## config.mk

```make
export PLATFORM = sky130hd
export DESIGN_NAME = tmr_dual
export DESIGN_NICKNAME = d
export VERILOG_FILES = /design/src/logic/tmr_pkg.sv /design/src/logic/tmr_channel.sv /design/src/logic/tmr_dual.sv
export SDC_FILE = /design/constraint.sdc
export NUM_CORES = 1
export LEC_CHECK = 0
export BUFFER_PORTS_ARGS = -buffer_cell sky130_fd_sc_hd__buf_4
export CORE_MARGIN = 3
export CORE_UTILIZATION = 53
export DETAILED_ROUTE_END_ITERATION = 8
export HOLD_SLACK_MARGIN = 0.1
export PLACE_DENSITY = 0.78
export SLEW_MARGIN = 40
export SYNTH_ARGS = -nofsm -noshare
export SYNTH_HDL_FRONTEND = slang
export SYNTH_SLANG_ARGS = --single-unit
```

## constraint.sdc

```tcl
create_clock -name CORE_CLK -period 2.77 [get_ports CORE_CLK]
set_clock_uncertainty 0.2 [all_clocks]
set_input_delay 0.277 -clock CORE_CLK [delete_from_list [all_inputs] [get_ports CORE_CLK]]
set_output_delay 0.277 -clock CORE_CLK [all_outputs]
set_load 0.005 [all_outputs]
```

## src/logic/tmr_pkg.sv

```systemverilog
// Shared constants and carrier types for the dual 8-bit timer/counter
package tmr_pkg;
  // Control register bit positions
  localparam int CTL_FLOP_BIT = 7;   // Output flip-flop load value
  localparam int CTL_CLK_HI   = 6;   // Source clock select, top bit
  localparam int CTL_CLK_LO   = 4;   // Source clock select, low bit
  localparam int CTL_RUN_BIT  = 3;   // Counter start
  localparam int CTL_MODE_HI  = 2;   // Operating mode, top bit
  localparam int CTL_MODE_LO  = 0;   // Operating mode, low bit
  localparam logic [7:0] CTL_RESET = 8'h00;  // Control reset value
  localparam logic [7:0] CMP_RESET = 8'hff;  // Compare reset value
  localparam logic [7:0] PWM_RESET = 8'hff;  // Duty reset value
  // Operating modes
  localparam logic [2:0] MODE_TIMER = 3'h0;  // Timer or event counter
  localparam logic [2:0] MODE_DIV   = 3'h1;  // Divider output
  localparam logic [2:0] MODE_PWM   = 3'h2;  // 8-bit PWM
  // Clock selections
  localparam logic [2:0] CLK_DIV11 = 3'h0;
  localparam logic [2:0] CLK_DIV7  = 3'h1;
  localparam logic [2:0] CLK_DIV5  = 3'h2;
  localparam logic [2:0] CLK_DIV3  = 3'h3;
  localparam logic [2:0] CLK_DIV1  = 3'h5;
  localparam logic [2:0] CLK_FULL  = 3'h6;
  localparam logic [2:0] CLK_PIN   = 3'h7;
  // Prescaler width gives the deepest tap, high_freq_clock / 2^11
  localparam int PRESCALE_BITS = 11;
  // Register write strobes of one channel
  typedef struct packed {
    logic       ctl_we;   // Control write
    logic       cmp_we;   // Compare write
    logic       pwm_we;   // Duty write
    logic [7:0] wdata;    // Write data
  } wr_t;
  // Observed state of one channel
  typedef struct packed {
    logic [7:0] count;    // Counter value
    logic [7:0] pwm_rd;   // Duty read-back
    logic       flop;     // Output flip-flop
  } stat_t;
endpackage

```

## src/logic/tmr_channel.sv

```systemverilog
// One 8-bit timer/counter channel with compare, duty shadow and output flop
`timescale 1ns/1ns
`default_nettype none
module tmr_channel
(
  input  wire logic                   core_clk,
  input  wire logic                   srst,
  input  wire tmr_pkg::wr_t           wr,
  input  wire logic [tmr_pkg::PRESCALE_BITS-1:0] taps,
  input  wire logic                   event_fall,
  output tmr_pkg::stat_t              stat,
  output logic                        irq,
  output logic                        div_out,
  output logic                        pwm_out
);
  logic [7:0] ctl, next_ctl;          // Control register
  logic [7:0] cmp, next_cmp;          // Compare register
  logic [7:0] pwm_act, next_pwm_act;  // Active duty register
  logic [7:0] pwm_shd, next_pwm_shd;  // Duty shadow stage
  logic [7:0] count, next_count;      // Up-counter
  logic       flop, next_flop;        // Output flip-flop
  logic       irq_q, next_irq;        // Interrupt pulse
  logic       div_q, next_div;        // Divider pin
  logic       pwm_q, next_pwm;        // PWM pin
  logic [7:0] pwm_rd, next_pwm_rd;    // Duty read-back register
  logic       stop_wr;                // Control write that clears run
  logic [tmr_pkg::PRESCALE_BITS-1:0] taps_d;  // Delayed taps for edge pick
  logic       tick;                   // Selected source clock edge
  logic       run;                    // Counter started
  logic [2:0] mode;                   // Operating mode
  logic [2:0] csel;                   // Clock selection

  assign run  = ctl[tmr_pkg::CTL_RUN_BIT];
  assign mode = ctl[tmr_pkg::CTL_MODE_HI:tmr_pkg::CTL_MODE_LO];
  assign csel = ctl[tmr_pkg::CTL_CLK_HI:tmr_pkg::CTL_CLK_LO];
  // A stop write halts counting in its own cycle so the pins cannot move
  assign stop_wr = wr.ctl_we & ~wr.wdata[tmr_pkg::CTL_RUN_BIT];

  // Source clock selection as a rising edge of a prescaler tap, the full core clock or an event pin fall
  always_comb
  begin
    unique case (csel)
      tmr_pkg::CLK_DIV11: tick = taps[10] & ~taps_d[10];
      tmr_pkg::CLK_DIV7:  tick = taps[6] & ~taps_d[6];
      tmr_pkg::CLK_DIV5:  tick = taps[4] & ~taps_d[4];
      tmr_pkg::CLK_DIV3:  tick = taps[2] & ~taps_d[2];
      tmr_pkg::CLK_DIV1:  tick = (mode == tmr_pkg::MODE_PWM) & taps[0] & ~taps_d[0];
      tmr_pkg::CLK_FULL:  tick = (mode == tmr_pkg::MODE_PWM);
      tmr_pkg::CLK_PIN:   tick = (mode == tmr_pkg::MODE_TIMER) & event_fall;
      default:            tick = 1'b0;  // Reserved selection
    endcase
  end

  // Next-state logic for registers, counter and pins
  always_comb
  begin
    next_ctl     = ctl;
    next_cmp     = cmp;
    next_pwm_act = pwm_act;
    next_pwm_shd = pwm_shd;
    next_count   = count;
    next_flop    = flop;
    next_irq     = 1'b0;
    if (wr.cmp_we)
      next_cmp = wr.wdata;
    if (wr.pwm_we)
      next_pwm_shd = wr.wdata;
    if (!run || stop_wr)
    begin
      next_count = 8'h00;
      if (wr.pwm_we)
        next_pwm_act = wr.wdata;
    end
    else if (tick)
    begin
      if (mode == tmr_pkg::MODE_PWM)
      begin
        next_count = count + 8'h01;
        if (count == pwm_act)
          next_flop = ~flop;
        if (count == 8'hff)
        begin
          next_flop    = ~flop;
          next_irq     = 1'b1;
          next_pwm_act = wr.pwm_we ? wr.wdata : pwm_shd;
        end
      end
      else if (count + 8'h01 == cmp)
      begin
        next_count = 8'h00;
        next_irq   = 1'b1;
        if (mode == tmr_pkg::MODE_DIV)
          next_flop = ~flop;
      end
      else
        next_count = count + 8'h01;
    end
    if (wr.ctl_we)
    begin
      next_ctl = wr.wdata;
      // Flop bit is ignored in the write that stops a running counter
      if (!(run && !wr.wdata[tmr_pkg::CTL_RUN_BIT]))
        next_flop = wr.wdata[tmr_pkg::CTL_FLOP_BIT];
    end
    // Pins show the inverse flop level and hold it while stopped
    next_div = ~next_flop;
    next_pwm = ~next_flop;
    // In PWM mode a new duty reads back only after it becomes active
    if (next_ctl[tmr_pkg::CTL_MODE_HI:tmr_pkg::CTL_MODE_LO] == tmr_pkg::MODE_PWM)
      next_pwm_rd = next_pwm_act;
    else
      next_pwm_rd = next_pwm_shd;
  end

  // Register stage
  always_ff @(posedge core_clk)
  begin
    taps_d <= taps;
    if (srst)
    begin
      ctl     <= tmr_pkg::CTL_RESET;
      cmp     <= tmr_pkg::CMP_RESET;
      pwm_act <= tmr_pkg::PWM_RESET;
      pwm_shd <= tmr_pkg::PWM_RESET;
      count   <= 8'h00;
      flop    <= 1'b0;
      irq_q   <= 1'b0;
      div_q   <= 1'b1;
      pwm_q   <= 1'b1;
      pwm_rd  <= tmr_pkg::PWM_RESET;
    end
    else
    begin
      ctl     <= next_ctl;
      cmp     <= next_cmp;
      pwm_act <= next_pwm_act;
      pwm_shd <= next_pwm_shd;
      count   <= next_count;
      flop    <= next_flop;
      irq_q   <= next_irq;
      div_q   <= next_div;
      pwm_q   <= next_pwm;
      pwm_rd  <= next_pwm_rd;
    end
  end

  // Status fields all come straight from registers
  assign stat        = '{count: count, pwm_rd: pwm_rd, flop: flop};
  assign irq         = irq_q;
  assign div_out     = div_q;
  assign pwm_out     = pwm_q;
endmodule
`default_nettype wire

```

## src/logic/tmr_dual.sv

```systemverilog
// Top: prescaler, event pin synchronisers and two timer/counter channels
`timescale 1ns/1ns
`default_nettype none
//Contract
// - Timer mode counts, matches compare, interrupts, clears
// - Compare writes take effect immediately, no shadow
// - Four prescaled clocks: divide by 2^11,7,5,3
// - Event mode counts input falling edges
// - Divider mode toggles flop on match, interrupts
// - Divider pin shows inverted flop
// - Flop loadable by control; reset clears it
// - Stopped pin holds level; stop write ignores flop
// - Clear run bit stops; clear flop drives high
// - PWM toggles at duty match and overflow
// - PWM pin shows inverted flop
// - Duty write shadowed, loads on interrupt or stopped
// - Duty read returns active duty during PWM, shadow otherwise
// - PWM adds half and full rate clocks
// - Run bit zero stops and clears count
module tmr_dual
(
  input  wire logic                    CORE_CLK,
  input  wire logic                    SRST,
  input  wire tmr_pkg::wr_t            WR_A,
  input  wire tmr_pkg::wr_t            WR_B,
  input  wire logic                    EVENT_IN_PIN_A,
  input  wire logic                    EVENT_IN_PIN_B,
  output tmr_pkg::stat_t               STAT_A,
  output tmr_pkg::stat_t               STAT_B,
  output logic                         COUNTER_IRQ_A,
  output logic                         COUNTER_IRQ_B,
  output logic                         DIVIDER_OUT_PIN_A,
  output logic                         DIVIDER_OUT_PIN_B,
  output logic                         PWM_OUT_PIN_A,
  output logic                         PWM_OUT_PIN_B
);
  logic [tmr_pkg::PRESCALE_BITS-1:0] taps, next_taps;  // Shared prescaler
  logic [1:0] sync1, sync2, sync3;  // Event pin synchronisers and history
  logic [1:0] fall;                 // Falling edges of synchronised pins

  // Prescaler advances every core clock
  always_comb
  begin
    next_taps = taps + 11'h001;
  end

  // Prescaler and pin synchroniser registers
  always_ff @(posedge CORE_CLK)
  begin
    sync1 <= {EVENT_IN_PIN_B, EVENT_IN_PIN_A};
    sync2 <= sync1;
    sync3 <= sync2;
    if (SRST)
      taps <= '0;
    else
      taps <= next_taps;
  end

  // Falling edge seen on the synchronised level only
  assign fall = sync3 & ~sync2;

  // Channel A
  tmr_channel u_a
  (
    .core_clk   (CORE_CLK),
    .srst       (SRST),
    .wr         (WR_A),
    .taps       (taps),
    .event_fall (fall[0]),
    .stat       (STAT_A),
    .irq        (COUNTER_IRQ_A),
    .div_out    (DIVIDER_OUT_PIN_A),
    .pwm_out    (PWM_OUT_PIN_A)
  );

  // Channel B
  tmr_channel u_b
  (
    .core_clk   (CORE_CLK),
    .srst       (SRST),
    .wr         (WR_B),
    .taps       (taps),
    .event_fall (fall[1]),
    .stat       (STAT_B),
    .irq        (COUNTER_IRQ_B),
    .div_out    (DIVIDER_OUT_PIN_B),
    .pwm_out    (PWM_OUT_PIN_B)
  );
endmodule
`default_nettype wire

```

**Word level (Yosys, flattened, before mapping)**

Index checks and enable logic that the tools add are counted.

- Flip-flop bits (word level): 128
- Bits of input ports: 26
- Output and inout port bits: 40
- Logic and storage cells: 141

- Add/subtract/negate cells: 3
- Eq/ne operators: 24
- Mux-type cells: 46
- Bitwise operators: 27
- Reductions and logical operators: 16

Operators with widths:

| kind | number |
|---|---|
| $mux 8 | 18 |
| $eq 8x8->1 | 4 |
| $eq 3x2->1 const B | 8 |
| $mux 1 | 24 |
| $eq 3x3->1 const B | 6 |
| $add 8x1->8 const B | 2 |
| $eq 8x8->1 const B | 2 |
| $pmux 1 s7 | 2 |
| $not 1->1 | 13 |
| $and 1x1->1 | 12 |
| $eq 3x1->1 const B | 4 |
| $logic_not 3->1 | 4 |
| $add 11x1->11 const B | 1 |
| $mux 3 | 2 |
| $reduce_or 3->1 | 2 |
| $logic_not 1->1 | 4 |
| $reduce_or 2->1 | 2 |
| $and 2x2->2 | 1 |
| $logic_and 1x1->1 | 2 |
| $logic_or 1x1->1 | 2 |
| $not 2->2 | 1 |

**Logic depth before layout (Yosys ltp)**

- Word-level depth: 9
- Gate-level depth with buffers: 10
- Depth with buffers taken out: 7

**By module**

From an unflattened synthesis, not the netlist that was laid out.

- Cells, all modules: 648
- Area, all modules: 6,029.5 µm²

Modules (own cells, without submodules):

| module | times used | cells each | area each (µm²) | sequential area each (µm²) |
|---|---|---|---|---|
| tmr_channel | 2 | 296 | 2,720.1 | 1,101.1 |
| tmr_dual | 1 | 56 | 589.3 | 340.3 |

**Worst setup path after synthesis**

Ideal clock, no wire load.

- Path type: flip-flop to flip-flop
- Start point: register u_a.count[0]
- End point: register u_a.count[4]
- Setup time: 0.128 ns
- Arrival time: 2.319 ns
- Required time: 2.442 ns
- Setup slack: 0.123 ns
- Stages on the path, launching flop included: 9
- Buffers on the path: 1
- Clock period less this slack: 2.647 ns
- Path through: dfxtp_1 ha_1 and3_4 a21oi_1 or4b_4 or4b_4 buf_6 nand3_1 a31oi_1

- Cells in the longest elaborated chain, start to end: 4

RTL lines:

| what | RTL line | RTL |
|---|---|---|
| from (decl) | tmr_channel.sv:20 | `logic [7:0] count, next_count;` |
| from (signal assigned) | tmr_channel.sv:138 | `count <= next_count;` |
| $add 8x1->8 * | tmr_channel.sv:78, tmr_channel.sv:88, tmr_channel.sv:96 |  |
| $eq 8x8->1 | tmr_channel.sv:88 | `else if (count + 8'h01 == cmp)` |
| $mux 8 | tmr_channel.sv:88 |  |
| $mux 8 * | tmr_channel.sv:76 | `if (mode == tmr_pkg::MODE_PWM)` |

Every way passes the cells marked *; elsewhere a longest branch is shown, timed or not.
A chain may end at the register's enable or synchronous reset.

**Worst setup path after layout**

- Start point: register u_b.count[1]
- End point: register u_b.count[6]

- Cells in the longest elaborated chain, start to end: 4

RTL lines:

| what | RTL line |
|---|---|
| from (decl) | tmr_channel.sv:20 |
| from (signal assigned) | tmr_channel.sv:138 |
| $add 8x1->8 * | tmr_channel.sv:78, tmr_channel.sv:88, tmr_channel.sv:96 |
| $eq 8x8->1 | tmr_channel.sv:88 |
| $mux 8 | tmr_channel.sv:88 |
| $mux 8 * | tmr_channel.sv:76 |

Marks and branches as above.

==> metrics.md <==
| Metric | Value |
|---|---|
| Gate power share | 10.6% |
| Max Root-Sink Buffers | 2 |
| Placement Cell Area | 6680 sq um |
| Clock Latency Late Sink | 0.41 ns |
| Endpoints failing hold | 0 |
| Filler Cells Inserted | 807 |
| Die Ht | 113 microns |
| Psw | 1.13 mW |
| FFs w/ async S/R, synth | 0% |
| H-tree lvl count | 4 |
| Worst-path clk slew | 0.06 ns |
| Switch share | 23.8% |
| R2r worst-path depth | 8 |
| DRC Markers | 0 |
| Final antenna-violating net count | 0 |
| Max cap viols | 0 |
| ANT cells | 0 |
| R2R Path Start | u_b.count[1] |
| CTS Buf Count | 17 |
| Reg-to-reg endpoint | u_b.count[6] |
| Finished Cell Area | 7660 sq um |
| Via/cell ratio | 5.98 |
| Share of cells above drive strength 1 | 16.3% |
| Synth Flop Type | dfxtp_1 |
| Clk pwr share | 48.7% |
| Area delta synth->final | 25.3% |
| RSZ-0062 raised after global routing | false |
| Synthesized instance count | 716 |
| Syn Std Cell Area | 6110 sq um |
| Ports | 66 |
| NumNets Final | 836 |
| Die extent in x | 113 microns |
| Hold Path Origin | sync1[1] |
| Detailed Route Iter0 Violations | 491 |
| R2R Setup Slk | 0.16 ns |
| Final setup TNS | 0 ns |
| Startpoint types | register |
| Number of synthesized flops with an enable pin | 0 |
| Grt total ovfl | 0 |
| Setup bufs post-CTS | 0 |
| DR pass1 iterations | 6 |
| DR vias | 5736 |
| FMAX | 0.383 GHz |
| Outcome | complete, no violations |
| Max transition margin | 56.6% |
| Core area | 11000 sq um |
| Min-delay worst type | reg2reg |
| First-pass GRT wire length | 26.5 mm |
| Max Slew Vio Count | 0 |
| Power, Total | 4.75 mW |
| Final design utilization | 69.4% |
| Worst Hold Depth | 0 |
| CP Class | reg2reg |
| DRT Wirelength | 15.9 mm |
| Arr. time, crit path | 2.74 ns |
| # port buffers | 65 |
| Avg Cell Area, Syn | 8.53 sq um |
| PwrDens | 621 nW/um^2 |
| Crit path required time | 2.90 ns |
| Placer Congestion | 0.894 |
| Total track usage | 25.4% |
| Yosys cell types | 67 |
| Largest net degree at the start of global routing | 58 |
| Wire length per cell | 16.5 microns |
| DP HPWL | 10.5 mm |
| Initial Util | 55.4% |
| CTS tree | built |
| Synthesized Nets | 745 |
| Setup-failing EPs final | 0 |
| Rows | 38 |
| Count of warnings emitted by yosys | 0 |
| Leakage | 3.23 nW |
| Internal power | 3.62 mW |
| Sequential-to-total area share from yosys stat | 40.0% |
| Hold Path Sink | sync2[1] |
| Crit-path max FO | 15 |
| Crit path time final | 2.61 ns |
| Sequential Power Share | 40.7% |
| Root Driver | clkbuf_16 |
| Initial antenna violation count | 0 |
| Crit share post-route | 94.3% |
| Sink Count | 122 |
| Yosys reg bits | 122 |
| WHS | 0.125 ns |
| CP Capture Type | register |
| Vias in the first global route | 5399 |
| VDD IR max | 0.000731 V |
| Worst Tran Pin Value | 0.651 ns |
| Die area | 12900 sq um |
==> logic make-up after synthesis <==
| group | after synthesis | share of synthesized area, % |
|---|---|---|
| muxes | 59 | 9.71 |
| xor gates and xnor gates | 43 | 6.29 |
| DFF | 122 | 40.0 |
| buffers and inverters | 75 | 5.77 |
| and+or+nand+nor | 255 | 21.3 |
| adders and majority gates | 3 | 0.614 |
| AOI/OAI and AO/OA | 159 | 16.3 |
==> worst max-delay path, stage by stage, from the launching register on <==
cell       delay [ns]
dfxtp_1          0.36
ha_1             0.28
and3b_1          0.18
or3_1            0.36
a31oi_2          0.23
a2111oi_4        0.07
buf_4            0.19
or4b_1           0.47
a31oi_1          0.18
==> power by group through the flow <==
| stage | clock [mW] | combinational, mW | sequential, mW |
|---|---|---|---|
| after floorplan | 0 | 0.294 | 1.94 |
| after global placement | 0 | 0.426 | 1.96 |
| after detailed placement | 0 | 0.443 | 1.97 |
| after CTS | 2.34 | 0.497 | 1.93 |
| after global routing | 2.43 | 0.556 | 1.94 |
| final | 2.32 | 0.504 | 1.93 |
==> routing by layer <==
layer,vias to the layer above,wire length (microns),GRT usage (%)
li1,2704,-,-
met1,2724,6600,31.9
met2,267,7810,42.5
met5,-,0,0
met3,41,1080,5.67
met4,0,365,9.78
==> registers in the layout (all words and copies together) (netlist names), 2 cells and up <==
register / count
u_a.pwm_act: 8
u_a.count: 8
u_b.pwm_rd: 8
taps: 11
u_b.pwm_shd: 8
sync2: 2
u_a.pwm_shd: 8
u_b.taps_d: 5
u_b.cmp: 8
u_b.count: 8
u_b.ctl: 7
u_a.cmp: 8
u_a.ctl: 7
u_a.pwm_rd: 8
sync1: 2
u_b.pwm_act: 8
sync3: 2
==> worst max path at each step <==
stage | startpoint | end | slack (ns) | cells past startpoint
global route | u_b.count[3] | u_b.count[7] | 0.02 | 7
global placement | u_b.count[3] | u_b.flop | 0.22 | 6
floorplan | u_a.count[0] | u_a.count[4] | 0.12 | 8
detailed placement | u_a.count[1] | u_a.count[3] | 0.16 | 7
finish | u_b.count[1] | u_b.count[6] | 0.16 | 8
CTS | u_a.count[1] | u_a.count[3] | 0.14 | 7
==> what timing repair did <==
item | 4_1_cts | 5_1_grt
resized for setup | 0 | 1
endpoints found under the setup margin | 0 | 1
hold endpoints to repair | 53 | 0
hold buffers | 36 | 0
==> cell usage after synthesis, types with 4 or more instances <==
master	n	area share (%)
nor4_1	6	0.61
nand3b_1	6	0.74
nand2_1	74	4.5
nor2b_1	5	0.51
nand2b_1	12	1.2
o211ai_1	9	1.1
inv_1	23	1.4
nand4_1	4	0.41
xor2_1	23	3.3
a211oi_1	10	1.2
buf_2	9	0.74
a31oi_1	20	2.0
buf_4	6	0.74
and3_1	7	0.72
buf_1	5	0.31
o21ai_1	9	0.74
dfxtp_1	122	40
a21oi_1	36	2.9
and2_1	5	0.51
xnor2_1	19	2.7
nand3_1	17	1.4
nor4bb_1	5	0.82
nor3b_1	5	0.61
mux2i_1	57	9.3
buf_6	5	0.92
or3_1	4	0.41
clkbuf_1	26	1.6
nor3_1	14	1.1
o21ai_0	50	4.1
nor2_1	66	4.1
or4_1	5	0.61
==> through the flow <==
step                std cells  worst slack, ns
finish                    960            0.157
global placement          892            0.217
CTS                       960            0.136
global route              960           0.0214
floorplan                 716            0.123
detailed placement        892            0.158
==> layout by cell type, fill, tap and decap left out, types with 19 or more instances in the layout <==
cell	count
a31oi_1	20
a21oi_1	36
xor2_1	23
o21ai_0	50
nor2_1	66
dlygate4sd3_1	36
xnor2_1	19
nand2_1	74
mux2i_1	57
buf_4	87
dfxtp_1	121
inv_1	23
==> area by class of cell <==
class                   count  area, sq um  share of cell area, %
multi-input cells         519         3310                   43.3
flip-flops and latches    122         2440                   31.9
repair buffers            123         1010                   13.2
clock buffers              20          447                   5.83
well taps                 140          175                   2.29
clock inverters            12          173                   2.26
inverters                  24         90.1                   1.18
Power figures use the tool's default switching activity.
